File: src/core/lmsc_pkg.sv
// Constants and types for the legacy mode status control block
// What this block does
// - Compare-class encodings with status flag clear decode as status transfers
// - Status write takes register or rotated immediate into current or saved
// - Narrow space configuration still raises address exceptions
// - Any exception in a legacy mode enters the matching full-width mode
// - Legacy writes to 00000000..0000001F are blocked and data-abort
// - Legacy combined view carries interrupt masks at bits 27 and 26
// - Privileged mode writes of 00000..00011 enter the four legacy modes
// - Legacy fast mode banks r8-r14 and saved; others r13-r14
// - Exception link value holds return address only, no status bits
// - Privileged legacy status write may select a full-width mode
// - A software trap by itself flushes instruction-stream information
// - Full and ranged barriers both flush everything
package lmsc_pkg;
    localparam logic [4:0] MODE_USR = 5'h10;
    localparam logic [4:0] MODE_FIQ = 5'h11;
    localparam logic [4:0] MODE_IRQ = 5'h12;
    localparam logic [4:0] MODE_SVC = 5'h13;
    localparam logic [4:0] MODE_ABT = 5'h17;
    localparam logic [4:0] MODE_UND = 5'h1b;
    localparam int MODE_WIDE_BIT = 4;
    localparam int I_BIT = 7;
    localparam int F_BIT = 6;
    localparam int VIEW_I_BIT = 27;
    localparam int VIEW_F_BIT = 26;
    localparam logic [3:0] BANK_USER = 4'h0;
    localparam logic [3:0] BANK_FIQ = 4'h1;
    localparam logic [31:0] VECTOR_TOP = 32'h0000001f;
    localparam logic [31:0] LEGACY_LIMIT = 32'h04000000;
    localparam logic [31:0] RST_STATUS = 32'h000000d3;
    localparam logic [31:0] FLAG_MASK = 32'hf0000000;
    localparam logic [31:0] CTRL_MASK = 32'h000000ff;
    localparam logic [31:0] PC_MASK = 32'h03fffffc;
    localparam logic [7:0] PADDR_CTRL = 8'h00;
    localparam logic [7:0] PADDR_STATUS = 8'h04;
    localparam logic [7:0] PADDR_EVT = 8'h08;
    localparam logic [7:0] PADDR_MASK = 8'h0c;
    localparam logic [7:0] PADDR_FLUSHES = 8'h10;
    localparam int EVT_FLUSH = 0;
    localparam int EVT_VECTOR = 1;
    localparam int EVT_ADDR = 2;
    localparam int EVT_LEGACY = 3;
    localparam int EVT_W = 4;
    localparam int STORE_AW = 4;
    typedef enum logic [2:0] {
        LMSC_EXC_RESET = 3'b000,
        LMSC_EXC_UNDEF = 3'b001,
        LMSC_EXC_TRAP = 3'b010,
        LMSC_EXC_PABT = 3'b011,
        LMSC_EXC_DABT = 3'b100,
        LMSC_EXC_IRQ = 3'b101,
        LMSC_EXC_FIQ = 3'b110
    } lmsc_exc_t;
endpackage : lmsc_pkg

File: src/core/lmsc_store.sv
// Saved status store, one word per privileged mode, registered read
`timescale 1ns/1ps
`default_nettype none
module lmsc_store
    import lmsc_pkg::*;
#(
    parameter int AW = STORE_AW
)
(
    input wire logic pclk,
    input wire logic presetn,
    input wire logic we,
    input wire logic [AW-1:0] waddr,
    input wire logic [31:0] wdata,
    input wire logic [AW-1:0] raddr,
    output logic [31:0] rdata
);
    logic [31:0] mem [2**AW];

    // No reset on the array; software sees saved words only after an entry or a privileged saved-status write
    always_ff @(posedge pclk)
    begin
        if (we)
        begin
            mem[waddr] <= wdata;
        end
    end

    always_ff @(posedge pclk or negedge presetn)
    begin
        if (!presetn)
        begin
            rdata <= 32'h00000000;
        end
        else
        begin
            rdata <= (we && waddr == raddr) ? wdata : mem[raddr];
        end
    end
endmodule : lmsc_store
`default_nettype wire

File: src/core/lmsc_core.sv
// Status transfer decode, legacy modes, vector guard and APB registers
`timescale 1ns/1ps
`default_nettype none
module lmsc_core
    import lmsc_pkg::*;
(
    input wire logic pclk,
    input wire logic presetn,
    input wire logic psel,
    input wire logic penable,
    input wire logic pwrite,
    input wire logic [7:0] paddr,
    input wire logic [31:0] pwdata,
    output logic [31:0] prdata,
    output logic pready,
    output logic pslverr,
    input wire logic instr_valid,
    input wire logic [31:0] instr,
    input wire logic [31:0] reg_operand,
    input wire logic [31:0] pc_in,
    input wire logic exc_req,
    input wire lmsc_exc_t exc_kind,
    input wire logic [31:0] exc_return_pc,
    input wire logic mem_wr_valid,
    input wire logic mem_acc_valid,
    input wire logic [31:0] mem_addr,
    input wire logic ext_abort,
    output logic [31:0] cur_status,
    output logic [31:0] pc_status_view,
    output logic status_xfer,
    output logic [31:0] status_rd_data,
    output logic link_wr,
    output logic [31:0] link_data,
    output logic mem_wr_go,
    output logic data_abort,
    output logic addr_exc,
    output logic flush,
    output logic legacy,
    output logic bank_fiq,
    output logic [3:0] bank_sel,
    output logic irq
);
    typedef struct packed {
        logic [31:0] cur_status;
        logic [31:0] view;
        logic [31:0] rd_data;
        logic [31:0] link_data;
        logic link_wr;
        logic status_xfer;
        logic wr_go;
        logic data_abort;
        logic addr_exc;
        logic flush;
        logic legacy;
        logic bank_fiq;
        logic [3:0] bank_sel;
        logic narrow;
        logic [EVT_W-1:0] evt;
        logic [EVT_W-1:0] mask;
        logic [15:0] flushes;
        logic pready;
        logic pslverr;
        logic [31:0] prdata;
        logic irq;
    } lmsc_state_t;

    lmsc_state_t s;
    lmsc_state_t next_s;
    logic [31:0] saved_rd;
    logic st_we;
    logic [STORE_AW-1:0] st_waddr;
    logic [31:0] st_wdata;
    logic is_xfer;
    logic is_trap;
    logic is_legacy;
    logic priv;
    logic [4:0] rot;
    logic [31:0] imm;
    logic [31:0] src;
    logic [31:0] wmask;
    logic [31:0] new_word;
    logic [4:0] exc_mode;
    logic vec_hit;
    logic far_hit;
    logic apb_do;
    logic [EVT_W-1:0] evt_set;

    lmsc_store #(.AW(STORE_AW)) u_store (
        .pclk(pclk),
        .presetn(presetn),
        .we(st_we),
        .waddr(st_waddr),
        .wdata(st_wdata),
        .raddr(s.cur_status[3:0]),
        .rdata(saved_rd)
    );

    always_comb
    begin
        unique case (exc_kind)
            LMSC_EXC_UNDEF: exc_mode = MODE_UND;
            LMSC_EXC_TRAP: exc_mode = MODE_SVC;
            LMSC_EXC_RESET: exc_mode = MODE_SVC;
            LMSC_EXC_PABT: exc_mode = MODE_ABT;
            LMSC_EXC_DABT: exc_mode = MODE_ABT;
            LMSC_EXC_IRQ: exc_mode = MODE_IRQ;
            LMSC_EXC_FIQ: exc_mode = MODE_FIQ;
            default: exc_mode = MODE_UND;
        endcase
    end

    always_comb
    begin
        next_s = s;
        next_s.link_wr = 1'b0;
        next_s.status_xfer = 1'b0;
        next_s.flush = 1'b0;
        next_s.wr_go = 1'b0;
        next_s.data_abort = 1'b0;
        next_s.addr_exc = 1'b0;
        st_we = 1'b0;
        st_waddr = s.cur_status[3:0];
        st_wdata = s.cur_status;
        evt_set = '0;
        is_legacy = !s.cur_status[MODE_WIDE_BIT];
        priv = s.cur_status[3:0] != BANK_USER;
        // Compare-class encodings with the status flag clear
        is_xfer = instr_valid && instr[27:26] == 2'b00
            && instr[24:23] == 2'b10 && !instr[20];
        is_trap = instr_valid && instr[27:24] == 4'hf;
        rot = {instr[11:8], 1'b0};
        imm = ({24'h000000, instr[7:0]} >> rot)
            | ({24'h000000, instr[7:0]} << (6'd32 - {1'b0, rot}));
        src = instr[25] ? imm : reg_operand;
        wmask = (instr[19] ? FLAG_MASK : 32'h00000000)
            | (instr[16] ? CTRL_MASK : 32'h00000000);
        // Unprivileged writes reach the flags only
        if (!priv)
        begin
            wmask = wmask & FLAG_MASK;
        end
        new_word = (s.cur_status & ~wmask) | (src & wmask);
        vec_hit = mem_wr_valid && is_legacy && mem_addr <= VECTOR_TOP;
        far_hit = mem_acc_valid && is_legacy && s.narrow
            && mem_addr >= LEGACY_LIMIT;

        // Exceptions win over the instruction in the same cycle
        if (exc_req)
        begin
            next_s.cur_status[4:0] = exc_mode;
            next_s.cur_status[I_BIT] = 1'b1;
            if (exc_kind == LMSC_EXC_FIQ || exc_kind == LMSC_EXC_RESET)
            begin
                next_s.cur_status[F_BIT] = 1'b1;
            end
            st_we = 1'b1;
            st_waddr = exc_mode[3:0];
            next_s.link_wr = 1'b1;
            // Return address only; status bits of the combined view dropped
            next_s.link_data = is_legacy ? (exc_return_pc & PC_MASK)
                : exc_return_pc;
        end
        else if (is_xfer)
        begin
            // No legacy gating: these stay usable in every mode
            next_s.status_xfer = 1'b1;
            if (!instr[21])
            begin
                next_s.rd_data = instr[22] ? saved_rd : s.cur_status;
            end
            else if (!instr[22])
            begin
                // Privileged code may enter or leave the legacy modes
                next_s.cur_status = new_word;
                if (!new_word[MODE_WIDE_BIT] && !is_legacy)
                begin
                    evt_set[EVT_LEGACY] = 1'b1;
                end
            end
            else if (priv)
            begin
                st_we = 1'b1;
                st_wdata = (saved_rd & ~wmask) | (src & wmask);
            end
        end

        // A trap with no exception in the same cycle flushes all; ranged and full barriers are one case
        if (is_trap && !exc_req)
        begin
            next_s.flush = 1'b1;
            next_s.flushes = s.flushes + 16'h0001;
            evt_set[EVT_FLUSH] = 1'b1;
        end

        // A far access in the narrow space is an address exception, no write
        next_s.wr_go = mem_wr_valid && !vec_hit && !far_hit
            && !ext_abort;
        next_s.data_abort = vec_hit || ext_abort;
        next_s.addr_exc = far_hit;
        evt_set[EVT_VECTOR] = vec_hit;
        evt_set[EVT_ADDR] = far_hit || ext_abort;

        next_s.legacy = !next_s.cur_status[MODE_WIDE_BIT];
        next_s.bank_fiq = next_s.cur_status[3:0] == BANK_FIQ;
        next_s.bank_sel = next_s.cur_status[3:0];
        next_s.view = pc_in;
        if (next_s.legacy)
        begin
            next_s.view = (pc_in & PC_MASK)
                | (next_s.cur_status & (FLAG_MASK | 32'h00000003));
            next_s.view[VIEW_I_BIT] = next_s.cur_status[I_BIT];
            next_s.view[VIEW_F_BIT] = next_s.cur_status[F_BIT];
        end

        // APB slave with one wait state
        apb_do = psel && penable && s.pready;
        next_s.pready = psel && penable && !s.pready;
        next_s.pslverr = 1'b0;
        if (psel && penable && !s.pready)
        begin
            next_s.prdata = 32'h00000000;
            unique case (paddr)
                PADDR_CTRL: next_s.prdata[0] = s.narrow;
                PADDR_STATUS: next_s.prdata = s.cur_status;
                PADDR_EVT: next_s.prdata[EVT_W-1:0] = s.evt;
                PADDR_MASK: next_s.prdata[EVT_W-1:0] = s.mask;
                PADDR_FLUSHES: next_s.prdata[15:0] = s.flushes;
                default: next_s.pslverr = 1'b1;
            endcase
        end
        next_s.evt = s.evt;
        if (apb_do && pwrite)
        begin
            unique case (paddr)
                PADDR_CTRL: next_s.narrow = pwdata[0];
                PADDR_EVT: next_s.evt = s.evt & ~pwdata[EVT_W-1:0];
                PADDR_MASK: next_s.mask = pwdata[EVT_W-1:0];
                default: next_s.narrow = s.narrow;
            endcase
        end
        // Set after clear so a same-cycle event survives
        next_s.evt = next_s.evt | evt_set;
        next_s.irq = |(next_s.evt & next_s.mask);
    end

    always_ff @(posedge pclk or negedge presetn)
    begin
        if (!presetn)
        begin
            s <= '0;
            s.cur_status <= RST_STATUS;
            s.bank_sel <= RST_STATUS[3:0];
        end
        else
        begin
            s <= next_s;
        end
    end

    assign cur_status = s.cur_status;
    assign pc_status_view = s.view;
    assign status_xfer = s.status_xfer;
    assign status_rd_data = s.rd_data;
    assign link_wr = s.link_wr;
    assign link_data = s.link_data;
    assign mem_wr_go = s.wr_go;
    assign data_abort = s.data_abort;
    assign addr_exc = s.addr_exc;
    assign flush = s.flush;
    assign legacy = s.legacy;
    assign bank_fiq = s.bank_fiq;
    assign bank_sel = s.bank_sel;
    assign irq = s.irq;
    assign prdata = s.prdata;
    assign pready = s.pready;
    assign pslverr = s.pslverr;
endmodule : lmsc_core
`default_nettype wire

File: config.mk
export PLATFORM = sky130hd
export DESIGN_NAME = lmsc_core
export DESIGN_NICKNAME = d
export VERILOG_FILES = /design/src/core/lmsc_pkg.sv /design/src/core/lmsc_store.sv /design/src/core/lmsc_core.sv
export SDC_FILE = /design/constraint.sdc
export NUM_CORES = 1
export LEC_CHECK = 0
export BUFFER_PORTS_ARGS = -buffer_cell sky130_fd_sc_hd__buf_2
export CELL_PAD_IN_SITES_DETAIL_PLACEMENT = 1
export CELL_PAD_IN_SITES_GLOBAL_PLACEMENT = 1
export CORE_UTILIZATION = 45
export CTS_CLUSTER_DIAMETER = 30
export DETAILED_ROUTE_END_ITERATION = 8
export GPL_TIMING_DRIVEN = 0
export PLACE_DENSITY_LB_ADDON = 0.1
export REMOVE_ABC_BUFFERS = 1
export SLEW_MARGIN = 10
export SYNTH_ARGS = -nofsm -noshare
export SYNTH_HDL_FRONTEND = slang
export SYNTH_SLANG_ARGS = --single-unit
File: constraint.sdc
create_clock -name pclk -period 4.6 [get_ports pclk]
set_input_delay 1.38 -clock pclk [delete_from_list [all_inputs] [get_ports pclk]]
set_output_delay 1.38 -clock pclk [all_outputs]
set_load 0.02 [all_outputs]
; Word-level counts from Yosys, hierarchy flattened
; Memories as Yosys holds them, arrays and structs flattened. A register that Yosys moved wholly into a read port is not among the register bits.
; Index checks and enable logic that the tools add are counted.
[classes]
n_div = 0
n_bitwise = 16
eq_ne = 12
muxes = 46
n_lt_le_gt_ge = 2
reduce_logical = 42
shift = 2
add_sub_neg = 2
n_mul = 0
[ops]
columns = operator, count
row1 = 32-bit 2-to-1 mux, 13
row2 = 32-bit AND, 3
row3 = 32-bit bitwise OR, 3
row4 = 33-bit 2-to-1 mux, 1
row5 = "32-bit by 27-bit greater-or-equal comparator with 1-bit output, second input constant", 1
row6 = "32-bit by 5-bit less-or-equal comparator with 1-bit output, second input constant", 1
row7 = 32-bit NOT, 1
row8 = 26-bit by 32-bit bitwise OR with 32-bit output, 1
row9 = 32-bit by 8-bit bitwise OR with 32-bit output, 1
row10 = 8-bit by 6-bit << shifter with 32-bit output, 1
row11 = 8-bit by 5-bit right shift with 32-bit output, 1
row12 = 28-bit 2-to-1 mux, 1
row13 = 24-bit 2-to-1 mux, 1
row14 = 12-bit one-hot mux with 2 select lines, 1
row15 = 1-bit logical AND, 18
row16 = 1-bit 2-to-1 mux, 18
row17 = "16-bit by 1-bit adder with 16-bit output, second input constant", 1
row18 = "8-bit by 4-bit equality test with 1-bit output, second input constant", 2
row19 = 16-bit 2-to-1 mux, 1
row20 = 8-bit 2-to-1 mux, 2
row21 = 4-bit one-hot mux with 4 select lines, 1
row22 = 4-bit 2-to-1 mux, 3
row23 = 3-bit one-hot mux with 4 select lines, 1
row24 = 1-bit logical NOT, 10
row25 = other kinds (26), 35
[word_totals]
latchBits = 0
mem_bits_rw = 512
regBits = 200
in_bits = 213
out_inout_bits = 175
wordCells = 145
mem_count = 1
mem_bits_ro = 0
[mem_list]
columns = name, depth, word_bits, read_ports, rd_clocked_by_memory_dff, wr, line_no
row1 = u_store.mem, 16, 32, 1, 1, 1, lmsc_store.sv:18  ; logic [31:0] mem [2**AW];

; Longest topological paths before layout
; Gate-level depths: netlist of run 1.
[logic_depth]
depth_word = 16
depth_mapped = 10
depth_no_buf = 8

; Modules after synthesis
; From an unflattened synthesis of run 1, not the netlist that was laid out.
[unflattened]
cells_unflattened = 1770
hier_area_um2 = 29234.3
[modules_own_cells]
columns = module, area_each_um2, n_inst, seq_area_each_um2, cells_each
row1 = lmsc_store, 20415.8, 1, 16175.5, 879
row2 = lmsc_core, 8818.5, 1, 4110.2, 891

; Worst setup path after synthesis of run 1
; OpenSTA, ideal clock, no wires.
[synth_timing]
path_kind = input to register
start = in exc_req
end = mem u_store.mem[11][0] (enable)
path_stages = 6
arrival_time_ns = 3.877
slack_ns = 0.302
n_path_buf = 3
required_time_ns = 4.179
setup_ns = 0.421
path_cell_list = clkbuf_1 > clkbuf_1 > buf_1 > o21a_1 > nand2_1 > nor2_1
[synth_between]
elab_chain_cells = 3
elab_cells_between_ends = 4
classes_between = mux: 4
[synth_lines]
columns = element, line_no
row1 = from (decl), lmsc_core.sv:21  ; input wire logic exc_req,
row2 = 1-bit 2-to-1 mux, lmsc_core.sv:148  ; if (exc_req)
row3 = 1-bit 2-to-1 mux, lmsc_store.sv:23  ; if (we)
row4 = 1-bit 2-to-1 mux (implied by the code), lmsc_store.sv:25  ; mem[waddr] <= wdata;
row5 = to (decl), lmsc_store.sv:18
; Several ways; a longest one is shown, not always the timed one.

; Worst setup path in the final report of run 1
[layout_timing]
start = in exc_req
end = mem u_store.mem[13][30], data pin
[layout_between]
elab_chain_cells = 1
[layout_lines]
columns = element, line_no
row1 = 32-bit 2-to-1 mux, lmsc_core.sv:148
row2 = net st_wdata[30], lmsc_core.sv:72  ; logic [31:0] st_wdata;
; The timed path passes the listed nets, and every way through them passes these cells.

==> results.yml, run 1 <==
setup_path:
  cp_data_required_time_ns: 4.92
  critical_path_class: "input port to flip-flop"
  arrival_ns: 4.71
  crit_path_end_kind: "flip-flop"
  path_max_fanout: 47
  r2r_slack_ns: 0.90
  start_kind: "input port"
logic_synthesis:
  seq_area_frac_synth_pct: 69.3
  async_reset_ff_share_pct: 27.7
  synth_top_family_by_area: "multiplexers"
  synth_compound_area_share_pct: 3.42
  syn_area_mm2: 0.0293
  ys_types: 71
  ys_warn_count: 0
  ys_ff_latch: 708
  synth_edf_count: 512
  synthDominantAreaCellType: "edfxtp_1"
  syn_avg_cell_area_um2: 17.0
  synth_ff_type: "edfxtp_1"
  synthAdderAreaFrac_pct: 0.0855
  synth-xor-area-share_pct: 0.539
  synth-simple-area-share_pct: 5.49
  synth_cells: 1721
  synth_top_area_share_pct: 52.5
  synth_mux_area_share_pct: 15.6
  synth_area_leaders: "edfxtp_1 53%, dfrtp_1 16%, mux4_2 13%"
clocking:
  numCtsBuffers: 150
  cts_hold_buf: 0
  path_clk_slew_ns: 0.04
  clock_latency_ns: 0.71
  cts_max_path_buffers: 3
  clock-root-buffer: "clkbuf_16"
  post_cts_resized: 0
  cts_num_sinks: 708
  htree_levels: 4
  post-cts-setup-buffer-count: 0
  cts_tree: "built"
job:
  maxCapViolations: 0
sta:
  setup_violations: 0
  rsz0062_at_grt: "no"
  worst_pin_slew_ns: 1.25
  fin_crit_sh_pct: 95.5
  slew_violations: 0
  fin_crit_ns: 4.39
  relSlewSlack_pct: 15.8
  timing.fmax_mhz: 228
  whs_ns: 0.454
  fin_skew_ns: 0.0206
  hold_violations: 0
global_route:
  grt_pass1_wl_um: 119000
  grt_use_total_pct: 24.9
  grt_remaining_overflow: 0
  grt_max_degree: 92
  grt_pass1_vias: 17800
  antenna_found_initial: 4
floorplan:
  initial_core_util_pct: 45.5
  die_h_um: 257
  dieArea_mm2: 0.0661
  dieWidth_um: 257
  pin_count: 388
  core_mm2: 0.0643
  num_rows: 93
drt:
  wl_met3_um: 4610
  wl_um: 80200
  wirelength_met1_um: 33500
  vias: 16500
  viasPerCell: 5.50
  highest_layer: "met5"
  firstDrtPassIters: 5
  wl_met2_um: 40000
  drt_iter0_drc: 1221
  drt_drc_violations_left: 0
  ant_nets: 0
  wl_per_cell_um: 26.7
final_layout:
  postLayoutCellArea_mm2: 0.0369
  syn_to_final_growth_pct: 26.2
  fin_nets: 2240
  drive_above_1_share_pct: 38.9
power_and_ir_drop:
  p_per_area_mw_per_mm2: 531
  p_leak_nw: 14.8
  ir_drop_mv: 0.533
place:
  portBuffers: 292
  dpl-instance-area_mm2: 0.0316
  place_congestion: 0.803
  dp_hpwl_um: 49400
outcome:
  status: "complete, no violations"
min_path:
  hold_class: "flip-flop to flip-flop"
## routing by layer
metal	track usage [%]	up-vias
li1	-	7071
met1	32.8	8726
met2	41.0	597
met3	4.98	142
met4	8.88	2
met5	0	-
## cell type report
type                            count  area (um2)
Antenna cell                        2        5.00
Clock buffer                      193        4170
Clock inverter                     84        1170
Fill cell                        5835       27400
Inverter                           20        75.1
Multi-Input combinational cell    806        7720
Sequential cell                   708       20300
Tap cell                          855        1070
Timing Repair Buffer              339        2420
## power breakdown
part	internal, mW	total, mW	switching, mW	leakage (nW)
clock network	7.78	11.2	3.45	2.60
logic	0.506	1.16	0.657	4.69
registers	7.05	7.20	0.153	7.54
## cells by family after synthesis
family | Yosys count
adders and majority gates | 2
and+or+nand+nor | 336
DFF | 708
xor gates and xnor gates | 18
muxes | 243
AOI/OAI and AO/OA | 143
other | 1
buffers and inverters | 270
## stage by stage
stage	util [%]	cells	setup TNS (ns)	setup slack (ns)	total power [mW]
2_1_floorplan	-	1534	-560.49	-1.08	7.93
3_3_place_gp	47.4	2681	-4117.29	-4.89	8.43
3_5_place_dp	49.1	2727	-39.35	-0.388	8.48
4_1_cts	57.4	3004	0	0.306	19.8
5_1_grt	57.4	3006	0	0.102	20.2
6_report	57.4	3007	0	0.206	19.6
## Yosys cell counts (all sizes together) (5+ instances only)
library cell    n
clkbuf         69
and3            5
nand4           8
a22o            9
xnor2          12
nand3          46
dfstp           5
nand2b          5
o21ai          31
xor2            6
nor2b           8
mux4          163
mux2i          22
buf           181
o31a            5
mux2           58
a221oi         10
o21a            5
nor4            8
and2           23
dfrtp         191
or3             5
edfxtp        512
o211ai          5
a21oi          21
nor2           75
a21o           23
nand2         118
nor3           12
o31ai           6
inv            18
## registers in the layout, summed over array words and instances, names as in the netlist, 8 cells and up, named ones only
signal	count
u_store.mem	512
link_data	32
pc_status_view	32
status_rd_data	32
u_store.rdata	32
s	25
prdata	20
cur_status	8
## critical path, stage by stage
cell      delay, ns
buf_2          0.41
nand3b_1       0.50
nor2_1         0.50
and3_2         0.60
buf_16         0.23
o21ai_0        0.10
o21ai_1        0.96
## layout by cell type (no fill, tap or decap), types with 8 or more instances in the layout
cell        synthesis  layout
xnor2_1            12      12
nand3_1            46      46
mux2i_1            22      22
bufinv_16           0      25
buf_16              0      20
a21oi_1            21      21
clkbuf_8            0      17
nand4_1             8       8
clkbuf_1           69      22
clkinv_1            2       9
o21ai_1            14      14
mux2_2             49      49
and2_1             23      23
a221oi_1           10      10
nor2b_1             8       8
inv_1              17      17
conb_1              1      64
clkinv_4            0       8
nor2_1             75      60
clkinv_2            0      23
nor2_4              0      15
buf_12              0      15
buf_4             164      11
a22o_1              9       9
a21o_1             23      23
nand2_1           118     118
edfxtp_1          512     512
clkbuf_16           0     154
dfrtp_1           191     189
o21ai_0            17      16
mux4_2            163     163
clkinvlp_4          0       9
nor3_1             12      11
buf_2               7     291
## path summary, 6_finish.rpt
kind | from | to | cells after the start
min reg2reg | prdata[28] | prdata[28] | 2
min | prdata[28] | prdata[28] | 2
max in group asynchronous | presetn | bank_sel[2] | 2
min in group asynchronous | presetn | data_abort | 1
max reg2reg | bank_sel[1] | u_store.mem[13][30] | 5
max | exc_req | u_store.mem[13][30] | 7
Note: power is estimated with default switching activity, not from simulation.
==> run 2: changes to the inputs <==
BUFFER_PORTS_ARGS = unset   (was -buffer_cell sky130_fd_sc_hd__buf_2)
DONT_BUFFER_PORTS = 1   (was unset)
==> run 2 against run 1 <==
Effect of this change:
- count of clock-buffer cells in the layout is 15 lower
- final cell count fell by 9.4%
- critical path depth is the same
- sequential power grew 2%
- setup slack improved by 0.23 ns
- utilization fell by 2.5 points
- clock power decreased by 4%
- wire length decreased by 3.0%
- critical path type unchanged
- critical endpoint is now u_store.rdata[3]
- highest routed layer is now met4
==> results.yml, run 2 (synthesized netlist as in run 1, its figures left out) <==
outcome:
  status: "complete, no violations"
drt:
  firstDrtPassIters: 5
  drt_iter0_drc: 982
  wl_per_cell_um: 28.6
  drt_drc_violations_left: 0
  viasPerCell: 5.63
  ant_nets: 0
  vias: 15300
  wl_um: 77800
setup_path:
  ff2ff_path_depth: 7
  cp_data_required_time_ns: 5.23
  startpoint: "instr[27]"
  r2r_slack_ns: 0.96
  path_max_fanout: 17
  critical_path_class: "input port to flip-flop"
  rr_startpoint: "bank_sel[0]"
  arrival_ns: 4.80
  start_kind: "input port"
  crit_path_end_kind: "flip-flop"
  timing.rr.end: "u_store.rdata[3]"
place:
  portBuffers: 0
  dp_hpwl_um: 48600
  dpl-instance-area_mm2: 0.0302
  place_inst: 2437
  place_congestion: 0.802
  place_ws_ns: -0.192
sta:
  fin_skew_ns: 0.0255
  finalWorstSetupSlack_ns: 0.436
  hold_violations: 0
  fin_crit_ns: 4.16
  whs_ns: 0.366
  relSlewSlack_pct: 19.6
  worst_pin_slew_ns: 1.20
  tns_ns: 0
  slew_violations: 0
  fin_crit_sh_pct: 90.5
  rsz0062_at_grt: "no"
  setup_violations: 0
  timing.fmax_mhz: 240
floorplan:
  die_h_um: 257
  dieArea_mm2: 0.0661
  pin_count: 388
  dieWidth_um: 257
  initial_core_util_pct: 45.5
  core_mm2: 0.0643
  num_rows: 93
clocking:
  path_clk_slew_ns: 0.04
  post-cts-setup-buffer-count: 0
  cts_tree: "built"
  cts_hold_buf: 0
  numCtsBuffers: 149
  clock-root-buffer: "clkbuf_16"
  cts_max_path_buffers: 3
  htree_levels: 4
  post_cts_resized: 0
  cts_num_sinks: 708
  clock_latency_ns: 0.72
final_layout:
  fin_nets: 1949
  layout.cells.non_filler: 2723
  drive_above_1_share_pct: 29.0
  final_common_cell: "edfxtp_1"
  largest-register: "u_store.mem"
  layout_common_cells: "512 x edfxtp_1, 189 x dfrtp_1, 163 x mux4_2"
  largest_reg_flops: 512
  syn_to_final_growth_pct: 20.7
  postLayoutCellArea_mm2: 0.0353
  fin_util_pct: 54.9
global_route:
  grt_max_degree: 197
  grt_remaining_overflow: 0
  grt_pass1_vias: 16800
  grt_use_total_pct: 24.1
  antenna_found_initial: 8
  grt_pass1_wl_um: 114000
job:
  maxCapViolations: 0
power_and_ir_drop:
  p_leak_nw: 13.5
  ir_drop_mv: 0.301
  finalPower_mw: 18.9
  p_per_area_mw_per_mm2: 535
min_path:
  hold_class: "input port to async pin"
==> run 2: changes by cell type in the layout (fill, tap and decap cells not counted), moves of 6 or more <==
cell,before,now
buf_2,291,0
clkinv_1,9,19
clkinv_2,23,33
clkbuf_8,17,8
buf_16,20,26
bufinv_16,25,19
==> run 2: routing by layer <==
| metal | global-route usage (%) | vias to the layer above | wire [um] |
|---|---|---|---|
| li1 | - | 6494 | - |
| met1 | 31.2 | 8184 | 32600 |
| met2 | 39.0 | 517 | 38300 |
| met3 | 6.03 | 138 | 4630 |
| met4 | 9.51 | 0 | 2210 |
| met5 | 0 | - | 0 |
==> run 2: how the worst max path moves through the flow <==
stage	cells past startpoint	endpoint	slack, ns
2_1_floorplan	5	u_store.mem[1][0]	-1.08
3_3_place_gp	4	u_store.mem[1][15]	-5.13
3_5_place_dp	7	u_store.rdata[3]	-0.19
4_1_cts	7	u_store.rdata[3]	0.54
5_1_grt	7	u_store.rdata[3]	0.32
6_report	7	u_store.rdata[3]	0.44
==> run 2: area by class of cell <==
cell class	count	area (um2)
fillers	5757	29000
flip-flops and latches	708	20300
multi-input cells	806	7710
clock buffers	178	3980
clock inverters	100	1160
well taps	855	1070
repair buffers	49	1020
inverters	20	75.1
diodes	7	17.5
==> run 2: power by group <==
group,leakage (nW),internal [mW],switching [mW]
logic,3.48,0.409,0.423
registers,7.54,7.05,0.268
clock network,2.49,7.25,3.52
total,13.5,14.7,4.21
==> run 2: worst max-delay path, cell delays in order <==
cell and delay, ns:
or4_1 0.71, nor2_1 0.51, and3_2 0.60, buf_16 0.23
o21ai_0 0.10, o21ai_1 0.89, mux2_2 0.35
==> run 3: changes to the inputs <==
GPL_TIMING_DRIVEN = unset   (was 0)
clock period = 4.9 ns   (was 4.6 ns; I/O delays follow)
==> run 3 against run 2 <==
Effect of this change:
- register-to-register slack improved by 0.75 ns
- setup slack better by 0.79 ns
- utilization fell by 1.1 points
- clock power is 8% lower
- worst hold slack better by 0.11 ns
- critical path depth is 1 higher
- via count fell by 0.46%
- largest cell class unchanged
- largest power group unchanged
==> results.yml, run 3 (synthesized netlist as in run 1, its figures left out) <==
outcome:
  status: "complete, no violations"
sta:
  relSlewSlack_pct: 39.8
  timing.fmax_mhz: 272
  fin_crit_ns: 3.68
  fin_skew_ns: 0.0263
  rsz0062_at_grt: "no"
  hold_violations: 0
  whs_ns: 0.478
  setup_violations: 0
  slew_violations: 0
  fin_crit_sh_pct: 75.1
  tns_ns: 0
  worst_pin_slew_ns: 0.903
clocking:
  post-cts-setup-buffer-count: 0
  clock_latency_ns: 0.71
  cts_hold_buf: 0
  path_clk_slew_ns: 0.04
  clock-root-buffer: "clkbuf_16"
  numCtsBuffers: 141
  cts_tree: "built"
  cts_num_sinks: 708
  post_cts_resized: 0
  htree_levels: 4
  cts_max_path_buffers: 3
setup_path:
  start_kind: "input port"
  path_max_fanout: 20
  critPathSlowestCell: "ha_1"
  arrival_ns: 4.24
  worstPathCellList: "clkinv_1 -> ha_1 -> and4b_1 -> a211oi_1 -> o21ai_0 -> o211ai_1 -> nand2_1 -> mux2_2"
  slowest_delay_ns: 0.64
  ff2ff_path_depth: 7
  cp_data_required_time_ns: 5.46
  r2r_slack_ns: 1.71
  timing.rr.end: "u_store.rdata[3]"
  critical_path_class: "input port to flip-flop"
  rr_startpoint: "cur_status[3]"
  crit_path_end_kind: "flip-flop"
global_route:
  grt_pass1_vias: 16400
  antenna_found_initial: 3
  grt_use_total_pct: 23.2
  grt_pass1_wl_um: 111000
  grt_remaining_overflow: 0
  grt_max_degree: 197
floorplan:
  dieArea_mm2: 0.0661
  initial_core_util_pct: 45.5
  pin_count: 388
  dieWidth_um: 257
  die_h_um: 257
  core_mm2: 0.0643
  num_rows: 93
place:
  place_inst: 2435
  place_congestion: 0.825
  dpl-instance-area_mm2: 0.0297
  portBuffers: 0
  dp_hpwl_um: 43200
drt:
  vias: 15300
  wl_per_cell_um: 28.0
  wl_um: 75400
  viasPerCell: 5.67
  drt_iter0_drc: 1148
  drt_drc_violations_left: 0
  ant_nets: 0
  firstDrtPassIters: 5
min_path:
  hold_class: "flip-flop to flip-flop"
  hold_path_end: "s[50]"
  min_path_cells: 1
  worstHoldStart: "s[50]"
final_layout:
  final_common_cell: "edfxtp_1"
  largest_reg_flops: 512
  postLayoutCellArea_mm2: 0.0347
  register_area_mm2: 0.0203
  layout.cells.non_filler: 2694
  multi_input_area_mm2: 0.00770
  layout_common_cells: "512 x edfxtp_1, 189 x dfrtp_1, 163 x mux4_2"
  fillers: 5816
  largest-register: "u_store.mem"
  syn_to_final_growth_pct: 18.4
  fin_nets: 1938
  drive_above_1_share_pct: 27.9
power_and_ir_drop:
  p_leak_nw: 13.3
  p_per_area_mw_per_mm2: 505
  ir_drop_mv: 0.288
job:
  maxCapViolations: 0
## run 3: changes by cell type in the layout (fill, tap and decap cells not counted), moves of 5 or more
| cell | delta |
|---|---|
| buf_12 | +7 |
| inv_6 | +6 |
| diode_2 | -6 |
| clkinvlp_4 | -5 |
| clkinv_2 | -14 |
| buf_4 | +17 |
| buf_16 | -26 |
| clkbuf_16 | -5 |
## run 3: where the power goes
part | total (mW) | switching (mW) | internal, mW
Sequential | 6.87 | 0.256 | 6.61
Combinational | 0.748 | 0.391 | 0.357
Clock | 9.89 | 3.10 | 6.80
Total | 17.5 | 3.74 | 13.8
## run 3: stage by stage
step           utilization [%]  power [mW]  setup slack (ns)
6_report                  53.8        17.5              1.22
5_1_grt                   53.8        18.0              1.10
4_1_cts                   53.8        17.7              1.14
3_5_place_dp              46.2        7.72             0.648
3_3_place_gp              46.2        7.71             0.757
2_1_floorplan                -        7.45            -0.779
## run 3: critical path: cells and delay by family
family                     cells  cell delay [ns]
AOI/OAI and AO/OA              3             0.80
and+or+nand+nor                2             0.67
muxes                          1             0.45
buffers and inverters          1             0.20
adders and majority gates      1             0.64
## run 3: how the worst max path moves through the flow
stage / start / to / cells after the start
2_1_floorplan: bank_sel[0] / u_store.mem[1][0] / 5
3_3_place_gp: instr[8] / u_store.rdata[0] / 8
3_5_place_dp: instr[8] / u_store.rdata[0] / 8
4_1_cts: bank_sel[2] / bank_sel[2] / 1
5_1_grt: bank_sel[2] / bank_sel[2] / 1
6_report: instr[8] / u_store.rdata[0] / 8
## run 3: area by class of cell
cell class	count	share of cell area, %
Antenna cell	1	0.00722
Clock buffer	174	11.2
Clock inverter	84	3.08
Inverter	20	0.217
Multi-Input combinational cell	806	22.2
Sequential cell	708	58.6
Tap cell	855	3.09
Timing Repair Buffer	46	1.61
## run 3: metal layers
layer | global-route usage [%] | part of all wire (%)
met5 | 0 | 0
met4 | 7.37 | 2.0
met3 | 5.71 | 6.0
met2 | 38.2 | 50
met1 | 30.3 | 42
